===== src/rtl/supervisor_pkg.sv =====
// Purpose: Shared constants and types of the system reset supervisor
// Assumes: core_clk at 250 MHz
// Notes: Times are given in ns, cycle counts derive from them
package supervisor_pkg;

  // ****************************************
  // Timing
  // ****************************************
  localparam int CLK_MHZ = 250;
  localparam int T_FILTER_NS = 1000;
  localparam int T_SHORT_NS = 10000;
  localparam int T_LONG_NS = 100000;
  // Least times round up
  localparam int FILTER_CYC = (T_FILTER_NS * CLK_MHZ + 999) / 1000;
  localparam int SHORT_CYC = (T_SHORT_NS * CLK_MHZ + 999) / 1000;
  localparam int LONG_CYC = (T_LONG_NS * CLK_MHZ + 999) / 1000;
  localparam int CNT_W = 16;
  localparam int HOLDOFF_W = 3;

  // ****************************************
  // Operating state codes and reset values
  // ****************************************
  localparam logic [1:0] MC_STANDBY = 2'h0;
  localparam logic [1:0] MC_SLEEP = 2'h1;
  localparam logic [1:0] MC_NORMAL_V2OFF = 2'h2;
  localparam logic [1:0] MC_NORMAL = 2'h3;
  localparam int MC_NORMAL_BIT = 1;
  localparam logic POWER_UP_RST = 1'h1;

  typedef enum logic [4:0] {
    MODE_OFF = 5'h01,
    MODE_STANDBY = 5'h02,
    MODE_NORMAL = 5'h04,
    MODE_SLEEP = 5'h08,
    MODE_OVERTEMP = 5'h10
  } mode_t;

  // Asynchronous analog comparator and pin levels
  typedef struct packed {
    logic bat_below_poff;
    logic bat_above_pon;
    logic overtemp_hot;
    logic v1_below_90;
    logic v1_below_70;
    logic v2_below_90;
    logic pullup_present;
    logic guard_disable_pin;
    logic reset_line_n;
  } pins_t;

  // Register-port writes, one-cycle strobes from the serial port logic
  typedef struct packed {
    logic mc_wr;
    logic [1:0] mc_val;
    logic enc_wr;
    logic enc_val;
    logic wmc_wr;
    logic wmc_val;
    logic soft_restart_bit;
    logic fallback_warning_bit_clr;
    logic lhc_clr;
    logic v1_flag_clr;
    logic v2_flag_clr;
    logic pu_flag_clr;
    logic ci_clr;
  } ctrl_wr_t;

  // Watchdog timer events, one-cycle pulses
  typedef struct packed {
    logic window_overflow;
    logic early_trigger;
    logic timeout_overflow;
  } wd_evt_t;

  typedef struct packed {
    logic [1:0] operating_state_field;
    logic gate_output_control;
    logic guard_mode_bit;
    logic fallback_warning_bit;
    logic fallback_active_bit;
    logic v1_low_warn_flag;
    logic v2_low_warn_flag;
    logic power_up_flag;
    logic guard_overflow_irq_flag;
    logic v1_health_bit;
    logic v2_health_bit;
  } status_t;

endpackage : supervisor_pkg


===== src/rtl/level_sync.sv =====
// Purpose: Two-stage synchroniser for a vector of levels
// Assumes: Each bit is an independent level
// Notes: Only the second stage is visible outside
`timescale 1ns/1ps
`default_nettype none
module level_sync #(
  parameter int WIDTH = 1
) (
  input wire logic core_clk, // Clock
  input wire logic reset, // Synchronous reset
  input wire logic [WIDTH-1:0] async_in, // Levels from outside
  input wire logic [WIDTH-1:0] rst_val, // Constant value under reset
  output logic [WIDTH-1:0] sync_out // Synchronised levels
);
  logic [WIDTH-1:0] meta_q;

  always_ff @(posedge core_clk) begin
    if (reset) begin
      meta_q <= rst_val;
      sync_out <= rst_val;
    end else begin
      meta_q <= async_in;
      sync_out <= meta_q;
    end
  end
endmodule : level_sync
`default_nettype wire


===== src/rtl/reset_pulse_gen.sv =====
// Purpose: Reset pulse timer that merges overlapping requests
// Assumes: Lengths fit in the counter width
// Notes: A request never shortens a pulse already running
`timescale 1ns/1ps
`default_nettype none
module reset_pulse_gen
  import supervisor_pkg::*;
(
  input wire logic core_clk, // Clock
  input wire logic reset, // Synchronous reset
  input wire logic start, // Request, may repeat while active
  input wire logic [CNT_W-1:0] length, // Requested pulse length
  output logic active // Pulse running
);
  logic [CNT_W-1:0] cnt_q;
  logic [CNT_W-1:0] cnt_d;
  wire logic load = start && (length > cnt_q);

  assign cnt_d = load ? length : (cnt_q != '0) ? cnt_q - 1'b1 : cnt_q;
  assign active = (cnt_q != '0);

  always_ff @(posedge core_clk) begin
    if (reset) begin
      cnt_q <= '0;
    end else begin
      cnt_q <= cnt_d;
    end
  end
endmodule : reset_pulse_gen
`default_nettype wire


===== src/rtl/system_reset_supervisor.sv =====
// Purpose: System reset, fail-safe gate and fallback alarm controller
// Assumes: Analog comparators and pins arrive asynchronously; register writes,
//   watchdog events and the interrupt line come from logic on core_clk
// Notes: Reset line and fallback alarm are open-drain, enable low drives low
// Behaviour
// Filtered external low on reset line resets
// Internal resets drive low pulse on line
// Undervoltage/Off/Overtemp: pull-up picks short, else long
// All other sources give short pulse; the code drives no pulse after a filtered external low
// Watchdog faults cause system reset
// Illegal sleep entry resets instead
// Soft restart bit write resets
// Timeout overflow sets flag, no reset; the code resets on an overflow that finds the flag already set
// V1 trip level selectable, health readable
// V1 warning flag at ninety percent
// V2 warning flag at ninety percent
// V2 health real only in Normal
// Gate high only with control and Normal
// Gate control writable in Normal, Standby
// Any reset forces gate low
// Reset sets warning; repeat sets fallback
// Fallback alarm active-low open drain
// Overtemp holds fallback; software may clear
// Software should clear warning after reset
// Battery drives Off; leaving sets power-up flag
// Leaving Overtemp triggers reset
// Operating state switches V2 regulator
// Flags clear on writing one
// Normal is codes ten and eleven
// Simultaneous sources merge, long wins
`timescale 1ns/1ps
`default_nettype none
module system_reset_supervisor
  import supervisor_pkg::*;
#(
  parameter int LONG_PULSE_CYC = LONG_CYC
) (
  input wire logic core_clk, // 250 MHz clock
  input wire logic reset, // Synchronous reset, active high
  input wire supervisor_pkg::pins_t pins, // Asynchronous pins
  input wire supervisor_pkg::ctrl_wr_t ctrl_wr, // Register writes
  input wire supervisor_pkg::wd_evt_t wd_evt, // Watchdog events
  input wire logic v1_trip_level_sel, // 1 selects 70 percent trip
  input wire logic [4:0] sleep_wake_ctrl, // Five sleep and wake bits
  input wire logic wake_pending, // A wake-up is pending
  input wire logic irq_line_n, // Interrupt line level
  output logic reset_line_out, // Reset line drive value
  output logic reset_line_oe_n, // Reset line enable, low drives
  output logic gate_out, // Fail-safe gate output
  output logic fallback_alarm_out, // Fallback alarm drive value
  output logic fallback_alarm_oe_n, // Fallback alarm enable, low drives
  output logic v2_enable, // V2 regulator on
  output supervisor_pkg::mode_t mode, // Device mode
  output supervisor_pkg::status_t status, // Readable status
  output logic sys_reset_evt // One-cycle system reset event
);
  import supervisor_pkg::*;

  // ****************************************
  // Input synchronisation
  // ****************************************
  localparam pins_t PINS_RST = '{bat_below_poff: 1'h1, reset_line_n: 1'h1,
                                 guard_disable_pin: 1'h0, default: 1'h0};
  pins_t pin_s;

  level_sync #(.WIDTH($bits(pins_t))) u_sync (
    .core_clk(core_clk),
    .reset(reset),
    .async_in(pins),
    .rst_val(PINS_RST),
    .sync_out(pin_s)
  );

  // ****************************************
  // State
  // ****************************************
  mode_t mode_q, mode_d;
  logic [1:0] mc_q, mc_d;
  logic enc_q, enc_d, wmc_q, wmc_d;
  logic fallback_warning_bit_q, fallback_warning_bit_d, lhc_q, lhc_d;
  logic v1f_q, v1f_d, v2f_q, v2f_d, puf_q, puf_d, ci_q, ci_d;
  logic gdp_q, gate_q, gate_d;
  logic [CNT_W-1:0] flt_q, flt_d;
  logic ext_done_q, ext_done_d;
  logic [HOLDOFF_W-1:0] drv_hist_q;
  logic pulse_active;

  // ****************************************
  // Mode and reset sources
  // ****************************************
  wire logic is_normal = (mode_q == MODE_NORMAL);
  wire logic is_standby = (mode_q == MODE_STANDBY);
  wire logic mc_is_normal = mc_q[MC_NORMAL_BIT];
  wire logic leave_off = (mode_q == MODE_OFF) && !pin_s.bat_below_poff
                         && pin_s.bat_above_pon;
  wire logic leave_otp = (mode_q == MODE_OVERTEMP) && !pin_s.bat_below_poff
                         && !pin_s.overtemp_hot;
  wire logic v1_uv = v1_trip_level_sel ? pin_s.v1_below_70
                                       : pin_s.v1_below_90;
  wire logic powered = (mode_q != MODE_OFF);
  wire logic sleep_bad = (!irq_line_n || wake_pending
                          || (sleep_wake_ctrl == '0));
  wire logic sleep_reset = ctrl_wr.mc_wr && (ctrl_wr.mc_val == MC_SLEEP)
                           && sleep_bad && powered;
  wire logic wd_reset = wd_evt.window_overflow || wd_evt.early_trigger
                        || (wd_evt.timeout_overflow && ci_q);
  wire logic wmc_reset = is_normal && ctrl_wr.wmc_wr
                         && (ctrl_wr.wmc_val != wmc_q);
  wire logic gdp_reset = (is_normal || is_standby)
                         && (pin_s.guard_disable_pin != gdp_q);
  wire logic long_src = (powered && v1_uv) || leave_off || leave_otp;
  wire logic short_src = powered && (wd_reset || wmc_reset || gdp_reset
                         || sleep_reset || ctrl_wr.soft_restart_bit);
  wire logic int_req = long_src || short_src;
  // Long only if an undervoltage-type source wants it and no pull-up sits there
  wire logic want_long = long_src && !pin_s.pullup_present;
  wire logic [CNT_W-1:0] pulse_len = want_long ? CNT_W'(LONG_PULSE_CYC)
                                               : CNT_W'(SHORT_CYC);

  reset_pulse_gen u_pulse (
    .core_clk(core_clk),
    .reset(reset),
    .start(int_req),
    .length(pulse_len),
    .active(pulse_active)
  );

  // ****************************************
  // External reset filter
  // ****************************************
  // Our own pulse and its synchroniser echo must not look like an external reset
  wire logic self_drive = pulse_active || (drv_hist_q != '0);
  wire logic ext_low = !pin_s.reset_line_n && !self_drive && powered;
  wire logic ext_evt = ext_low && !ext_done_q
                       && (flt_q == CNT_W'(FILTER_CYC - 1));
  assign flt_d = !ext_low ? '0 : (flt_q == CNT_W'(FILTER_CYC - 1)) ? flt_q
                 : flt_q + 1'b1;
  assign ext_done_d = ext_low && (ext_done_q || ext_evt);

  assign sys_reset_evt = (int_req && !pulse_active) || ext_evt;

  // ****************************************
  // Next state
  // ****************************************
  always_comb begin
    mode_d = mode_q;
    mc_d = mc_q;
    enc_d = enc_q;
    wmc_d = wmc_q;
    if (ctrl_wr.mc_wr && !sleep_reset) begin
      mc_d = ctrl_wr.mc_val;
    end
    if (ctrl_wr.wmc_wr) begin
      wmc_d = ctrl_wr.wmc_val;
    end
    if (ctrl_wr.enc_wr && (is_normal || is_standby)) begin
      enc_d = ctrl_wr.enc_val;
    end
    if (sys_reset_evt) begin
      enc_d = 1'b0;
      mc_d = MC_STANDBY;
    end
    if (pin_s.bat_below_poff) begin
      mode_d = MODE_OFF;
      mc_d = MC_STANDBY;
      enc_d = 1'b0;
    end else if (leave_off || leave_otp) begin
      mode_d = MODE_STANDBY;
      mc_d = MC_STANDBY;
    end else if (mode_q == MODE_OFF || mode_q == MODE_OVERTEMP) begin
      mode_d = mode_q;
    end else if (pin_s.overtemp_hot) begin
      mode_d = MODE_OVERTEMP;
      enc_d = 1'b0;
    end else if (mc_d[MC_NORMAL_BIT]) begin
      mode_d = MODE_NORMAL;
    end else if (mc_d == MC_SLEEP) begin
      mode_d = MODE_SLEEP;
    end else begin
      mode_d = MODE_STANDBY;
    end
  end

  // Sticky flags: a set in the same cycle as the clear wins; only for ci_q does ci_clr win over a timeout overflow that finds it set
  assign v1f_d = (powered && pin_s.v1_below_90) || (v1f_q && !ctrl_wr.v1_flag_clr);
  assign v2f_d = (powered && pin_s.v2_below_90) || (v2f_q && !ctrl_wr.v2_flag_clr);
  assign puf_d = leave_off || (puf_q && !ctrl_wr.pu_flag_clr);
  assign ci_d = (wd_evt.timeout_overflow && !ci_q && powered)
                || (ci_q && !ctrl_wr.ci_clr);
  assign fallback_warning_bit_d = sys_reset_evt || (fallback_warning_bit_q && !ctrl_wr.fallback_warning_bit_clr);
  assign lhc_d = (sys_reset_evt && fallback_warning_bit_q) || (mode_d == MODE_OVERTEMP)
                 || (lhc_q && !ctrl_wr.lhc_clr);
  assign gate_d = enc_d && mc_d[MC_NORMAL_BIT] && !sys_reset_evt
                  && (mode_d == MODE_NORMAL);

  // ****************************************
  // Registers
  // ****************************************
  always_ff @(posedge core_clk) begin
    if (reset) begin
      mode_q <= MODE_OFF;
      mc_q <= MC_STANDBY;
      {enc_q, wmc_q, fallback_warning_bit_q, lhc_q, gate_q} <= '0;
      {v1f_q, v2f_q, ci_q, gdp_q, ext_done_q} <= '0;
      puf_q <= POWER_UP_RST;
      flt_q <= '0;
      drv_hist_q <= '0;
    end else begin
      mode_q <= mode_d;
      mc_q <= mc_d;
      {enc_q, wmc_q, fallback_warning_bit_q, lhc_q, gate_q} <= {enc_d, wmc_d, fallback_warning_bit_d, lhc_d, gate_d};
      {v1f_q, v2f_q, puf_q, ci_q} <= {v1f_d, v2f_d, puf_d, ci_d};
      gdp_q <= pin_s.guard_disable_pin;
      ext_done_q <= ext_done_d;
      flt_q <= flt_d;
      drv_hist_q <= {drv_hist_q[HOLDOFF_W-2:0], pulse_active};
    end
  end

  // ****************************************
  // Outputs
  // ****************************************
  assign reset_line_out = 1'b0;
  assign reset_line_oe_n = !pulse_active;
  assign fallback_alarm_out = 1'b0;
  assign fallback_alarm_oe_n = !lhc_q;
  assign gate_out = gate_q;
  // Code ten leaves V2 off so an outside source can feed it; monitoring stays on
  assign v2_enable = is_normal && (mc_q == MC_NORMAL);
  assign mode = mode_q;
  assign status = '{
    operating_state_field: mc_q,
    gate_output_control: enc_q,
    guard_mode_bit: wmc_q,
    fallback_warning_bit: fallback_warning_bit_q,
    fallback_active_bit: lhc_q,
    v1_low_warn_flag: v1f_q,
    v2_low_warn_flag: v2f_q,
    power_up_flag: puf_q,
    guard_overflow_irq_flag: ci_q,
    v1_health_bit: !v1_uv,
    v2_health_bit: is_normal ? !pin_s.v2_below_90 : 1'b1
  };

  // ****************************************
  // Assertions
  // ****************************************
  logic [CNT_W-1:0] drv_len_q;
  always_ff @(posedge core_clk) begin
    if (reset) begin
      drv_len_q <= '0;
    end else begin
      drv_len_q <= pulse_active ? drv_len_q + 1'b1 : '0;
    end
  end

  property p_gate;
    @(posedge core_clk) disable iff (reset) gate_out |-> enc_q && mc_is_normal;
  endproperty
  a_gate: assert property (p_gate) else $error("gate high without control");

  property p_gate_rst;
    @(posedge core_clk) disable iff (reset) sys_reset_evt |=> !gate_out;
  endproperty
  a_gate_rst: assert property (p_gate_rst) else $error("gate high after reset");

  property p_drive;
    @(posedge core_clk) disable iff (reset)
      short_src |=> !reset_line_oe_n [*2];
  endproperty
  a_drive: assert property (p_drive) else $error("internal reset not driven");

  property p_len;
    @(posedge core_clk) disable iff (reset)
      $fell(pulse_active) |-> (drv_len_q >= CNT_W'(SHORT_CYC));
  endproperty
  a_len: assert property (p_len) else $error("reset pulse too short");

  property p_warn;
    @(posedge core_clk) disable iff (reset) sys_reset_evt |=> fallback_warning_bit_q;
  endproperty
  a_warn: assert property (p_warn) else $error("warning bit not set");

  property p_fallback;
    @(posedge core_clk) disable iff (reset)
      sys_reset_evt && fallback_warning_bit_q |=> !fallback_alarm_oe_n;
  endproperty
  a_fallback: assert property (p_fallback) else $error("alarm not raised");

  property p_ci;
    @(posedge core_clk) disable iff (reset)
      wd_evt.timeout_overflow && !ci_q && powered |=> ci_q;
  endproperty
  a_ci: assert property (p_ci) else $error("overflow flag not set");

  property p_v2h;
    @(posedge core_clk) disable iff (reset) !is_normal |-> status.v2_health_bit;
  endproperty
  a_v2h: assert property (p_v2h) else $error("v2 health low outside normal");

  property p_off;
    @(posedge core_clk) disable iff (reset)
      pin_s.bat_below_poff |=> mode == MODE_OFF ##1 1'b1;
  endproperty
  a_off: assert property (p_off) else $error("off mode not entered");

  property p_otp;
    @(posedge core_clk) disable iff (reset)
      mode == MODE_OVERTEMP |-> !fallback_alarm_oe_n;
  endproperty
  a_otp: assert property (p_otp) else $error("alarm released in overtemp");

endmodule : system_reset_supervisor
`default_nettype wire


===== config.mk =====
export PLATFORM = sky130hd
export DESIGN_NAME = system_reset_supervisor
export DESIGN_NICKNAME = d
export VERILOG_FILES = /design/src/rtl/supervisor_pkg.sv /design/src/rtl/level_sync.sv /design/src/rtl/reset_pulse_gen.sv /design/src/rtl/system_reset_supervisor.sv
export SDC_FILE = /design/constraint.sdc
export NUM_CORES = 1
export LEC_CHECK = 0
export ABC_AREA = 1
export BUFFER_PORTS_ARGS = -buffer_cell sky130_fd_sc_hd__buf_2
export CORE_ASPECT_RATIO = 1.5
export CORE_UTILIZATION = 40
export CTS_BUF_LIST = sky130_fd_sc_hd__clkbuf_8
export CTS_CLUSTER_SIZE = 25
export DETAILED_ROUTE_END_ITERATION = 16
export PLACE_DENSITY = 0.7
export SYNTH_ARGS = -nofsm -noshare
export SYNTH_HDL_FRONTEND = slang
export SYNTH_SLANG_ARGS = --single-unit

===== constraint.sdc =====
create_clock -name core_clk -period 2.6 [get_ports core_clk]
set_input_delay 0.52 -clock core_clk [delete_from_list [all_inputs] [get_ports core_clk]]
set_output_delay 0.52 -clock core_clk [all_outputs]
set_load 0.005 [all_outputs]

==> metrics.txt <==
ranking of synthesized cells by area=dfxtp_1 (41%), nor2_1 (8.2%), inv_1 (7.7%); mean post-synth cell area=7.406 um2; Post-DP Area=3974 um2; # DRC=0; Final HPWL DP=6.104 mm; total track usage=0.1898; status=finished with violations; initial core utilization=0.4130; placed insts=642; row count=41; core area=8464 um2; Post-Syn Instances=472; crit end category=flop; # setup viols final=16; post-synth top area share=0.4066; Post-synth ARST share=0; Worst slew margin=0.4112; number of synthesized flops with an enable pin=0; vias per cell=4.921; antenna violations before repair=0; Routed Antenna Nets=0; Worst-Margin Slew=0.8751 ns; worst min path class=input pin to flop; Unique masters post-synth=45; Fin. Hold Viols=0; worst-path maximum fanout=5; hold buffers post-CTS=0; FF+latch count, synth=71; DP Worst Slack=-0.3353 ns; Startpoint Class=flop; PD cells=823.9 nW/um2; Reg-to-Reg Start=mode[3]$_SDFF_PP0_; Worst setup endpoint=u_pulse.cnt_q[11]$_SDFFE_PP0P_; Hold Worst Slack=0.3467 ns; Peak VDD IR=0.4256 mV; Nets=603; Worst Setup SP=mode[3]$_SDFF_PP0_; Chip Width=78.33 um; global route total overflow=0; Max H-tree Level=3; GP Congestion=0.8845; dominant synthesized flop cell=dfxtp_1; via count=3287; Slew Limit Fails=0; clock skew=0.006534 ns; Seq/Total Area, Yosys=0.4066; failing checks=setup timing; ratio of cells with drive above 1 in the final layout=0.3191; CP Class=flop to flop; clk buf depth=2; setup TNS=-1.371 ns; Post-Route WL=8.478 mm; FF-to-FF End=u_pulse.cnt_q[11]$_SDFFE_PP0P_; fin crit period=2.733 ns; static leakage=2.056 nW; Layout Cells excl Fill=668; clock root cell=clkbuf_8; DRT Pass-1 Iters=4; cell taking the most area after synthesis=dfxtp_1; mapped cell area=3496 um2; cells on worst reg2reg path=18; setup slack, reg-to-reg=-0.13 ns; CTS Sinks=71; CP Data Arrival Time=3.00 ns; Syn. warnings=0; clk slew on worst S/H paths=0.08 ns; vias in the first global route=3177; Area Overhead vs Synth=29.53%; Final WS setup=-0.1333 ns; DR iter-0 viols=145; I/O Pins=60; top post-synthesis cells by count=nor2_1 (76), inv_1 (72), dfxtp_1 (71), nand2_1 (71), a21oi_1 (27); Clk Latency, worst-skew pair=0.35 ns; diode count=0; DIE AREA=9125 um2; CTS buffer count=9; post-route cell area=4528 um2; first-pass GRT wire length=13.28 mm; largest net degree at the start of global routing=38; CP required=2.87 ns; fin crit share=1.051; number of max-cap violations=0; CTS tree=yes; RSZ-0062 raised after global routing=true; Port Buffers=57; Wirelength per Cell=12.69 um; Peak Freq=365.9 MHz; Die Ht=116.5 um; most frequent cell after synthesis=nor2_1
worst max-delay path, stage by stage, from the launching register on:
cell and delay (ns):
dfxtp_2 0.34, nor2_4 0.11, nand2_2 0.07, nor2_4 0.14, nand2_2 0.07, nand2_2 0.08
a21oi_2 0.04, or2_4 0.30, buf_6 0.14, ha_4 0.27, nand2_4 0.05, nor3b_4 0.22
buf_4 0.14, nand3_2 0.06, a21boi_4 0.17, buf_6 0.15, nand2_8 0.07, nand3_2 0.07
a21oi_2 0.17
cell type report:
cell class / count / area, um2
inverter: 75 / 291.5
timing repair buffer: 87 / 521.8
tap: 107 / 133.9
fill: 785 / 3936
multi-input combinational: 312 / 1949
sequential: 71 / 1425
clock inverter: 6 / 68.82
clock buffer: 10 / 137.6
kinds of logic (layout without fill, tap and decap cells):
kind of cell    after synthesis  count (layout)  synth area share
simple gates                227             228            0.3092
buf+inv                      91             178            0.1109
fa+ha+maj                    11              11           0.03937
xor+xnor                     17              17           0.04259
flops                        71              71            0.4066
compound gates               54              54           0.09020
other cells                   1               2          0.001073
stage by stage:
step                power (mW)    util
finish                   3.731  0.5350
global route             3.955  0.5350
CTS                      3.433  0.5001
detailed placement       2.437  0.4695
global placement         2.418  0.4695
floorplan                2.164       -
sequential cells by signal, summed over array words and instances, names as in the netlist:
signal / count
ci_q: 1
drv_hist_q: 3
enc_q: 1
ext_done_q: 1
fallback_warning_bit_q: 1
flt_q: 16
gate_out: 1
gdp_q: 1
lhc_q: 1
mc_q: 2
mode: 5
puf_q: 1
u_pulse.cnt_q: 16
u_sync.meta_q: 9
u_sync.sync_out: 9
v1f_q: 1
v2f_q: 1
wmc_q: 1
timing repair:
action                     CTS  global route
cloned                       1             0
buffers inserted             1             8
hold endpoints to repair     0             0
resized for setup           13            48
setup endpoints to repair   17            17
pin swaps                    4            19
worst min-delay path by stage:
stage	from	endpoint	cells after the start
finish	ctrl_wr[0]	ci_q$_SDFF_PP0_	2
CTS	ctrl_wr[0]	ci_q$_SDFF_PP0_	2
global placement	u_sync.meta_q[4]$_SDFF_PP0_	u_sync.sync_out[4]$_SDFF_PP0_	2
detailed placement	u_sync.meta_q[5]$_SDFF_PP0_	u_sync.sync_out[5]$_SDFF_PP0_	2
floorplan	u_sync.meta_q[1]$_SDFF_PP0_	u_sync.sync_out[1]$_SDFF_PP0_	2
global route	ctrl_wr[0]	ci_q$_SDFF_PP0_	2
metal layers:
layer / track usage / routed length, um / up-vias
li1: - / - / 1648
met1: 0.1896 / 3412 / 1500
met2: 0.3485 / 4383 / 114
met3: 0.04453 / 336 / 25
met4: 0.1272 / 345 / 0
met5: 0 / 0 / -
power by group:
part	total (mW)	internal, mW	switching [mW]
clock network	0.906	0.474	0.432
logic	1.52	0.615	0.903
registers	1.31	1.21	0.100
total	3.73	2.29	1.44
layout by cell type (no fill, tap or decap), drive strengths merged, types with 2 or more instances in the layout:
master,Yosys,final
buf,12,87
nand2,81,82
nor2,80,80
inv,75,76
dfxtp,71,71
a21oi,28,28
nand3,26,26
xor2,15,15
o21ai,11,11
ha,11,11
clkbuf,4,10
nor3,10,10
nand4,9,9
or2,9,9
nor4,5,5
o21a,3,3
a211oi,3,3
clkinv,0,3
nand3b,2,2
a31oi,2,2
xnor2,2,2
conb,1,2
and3,2,2
nor3b,2,2
Power figures use the tool's default switching activity.
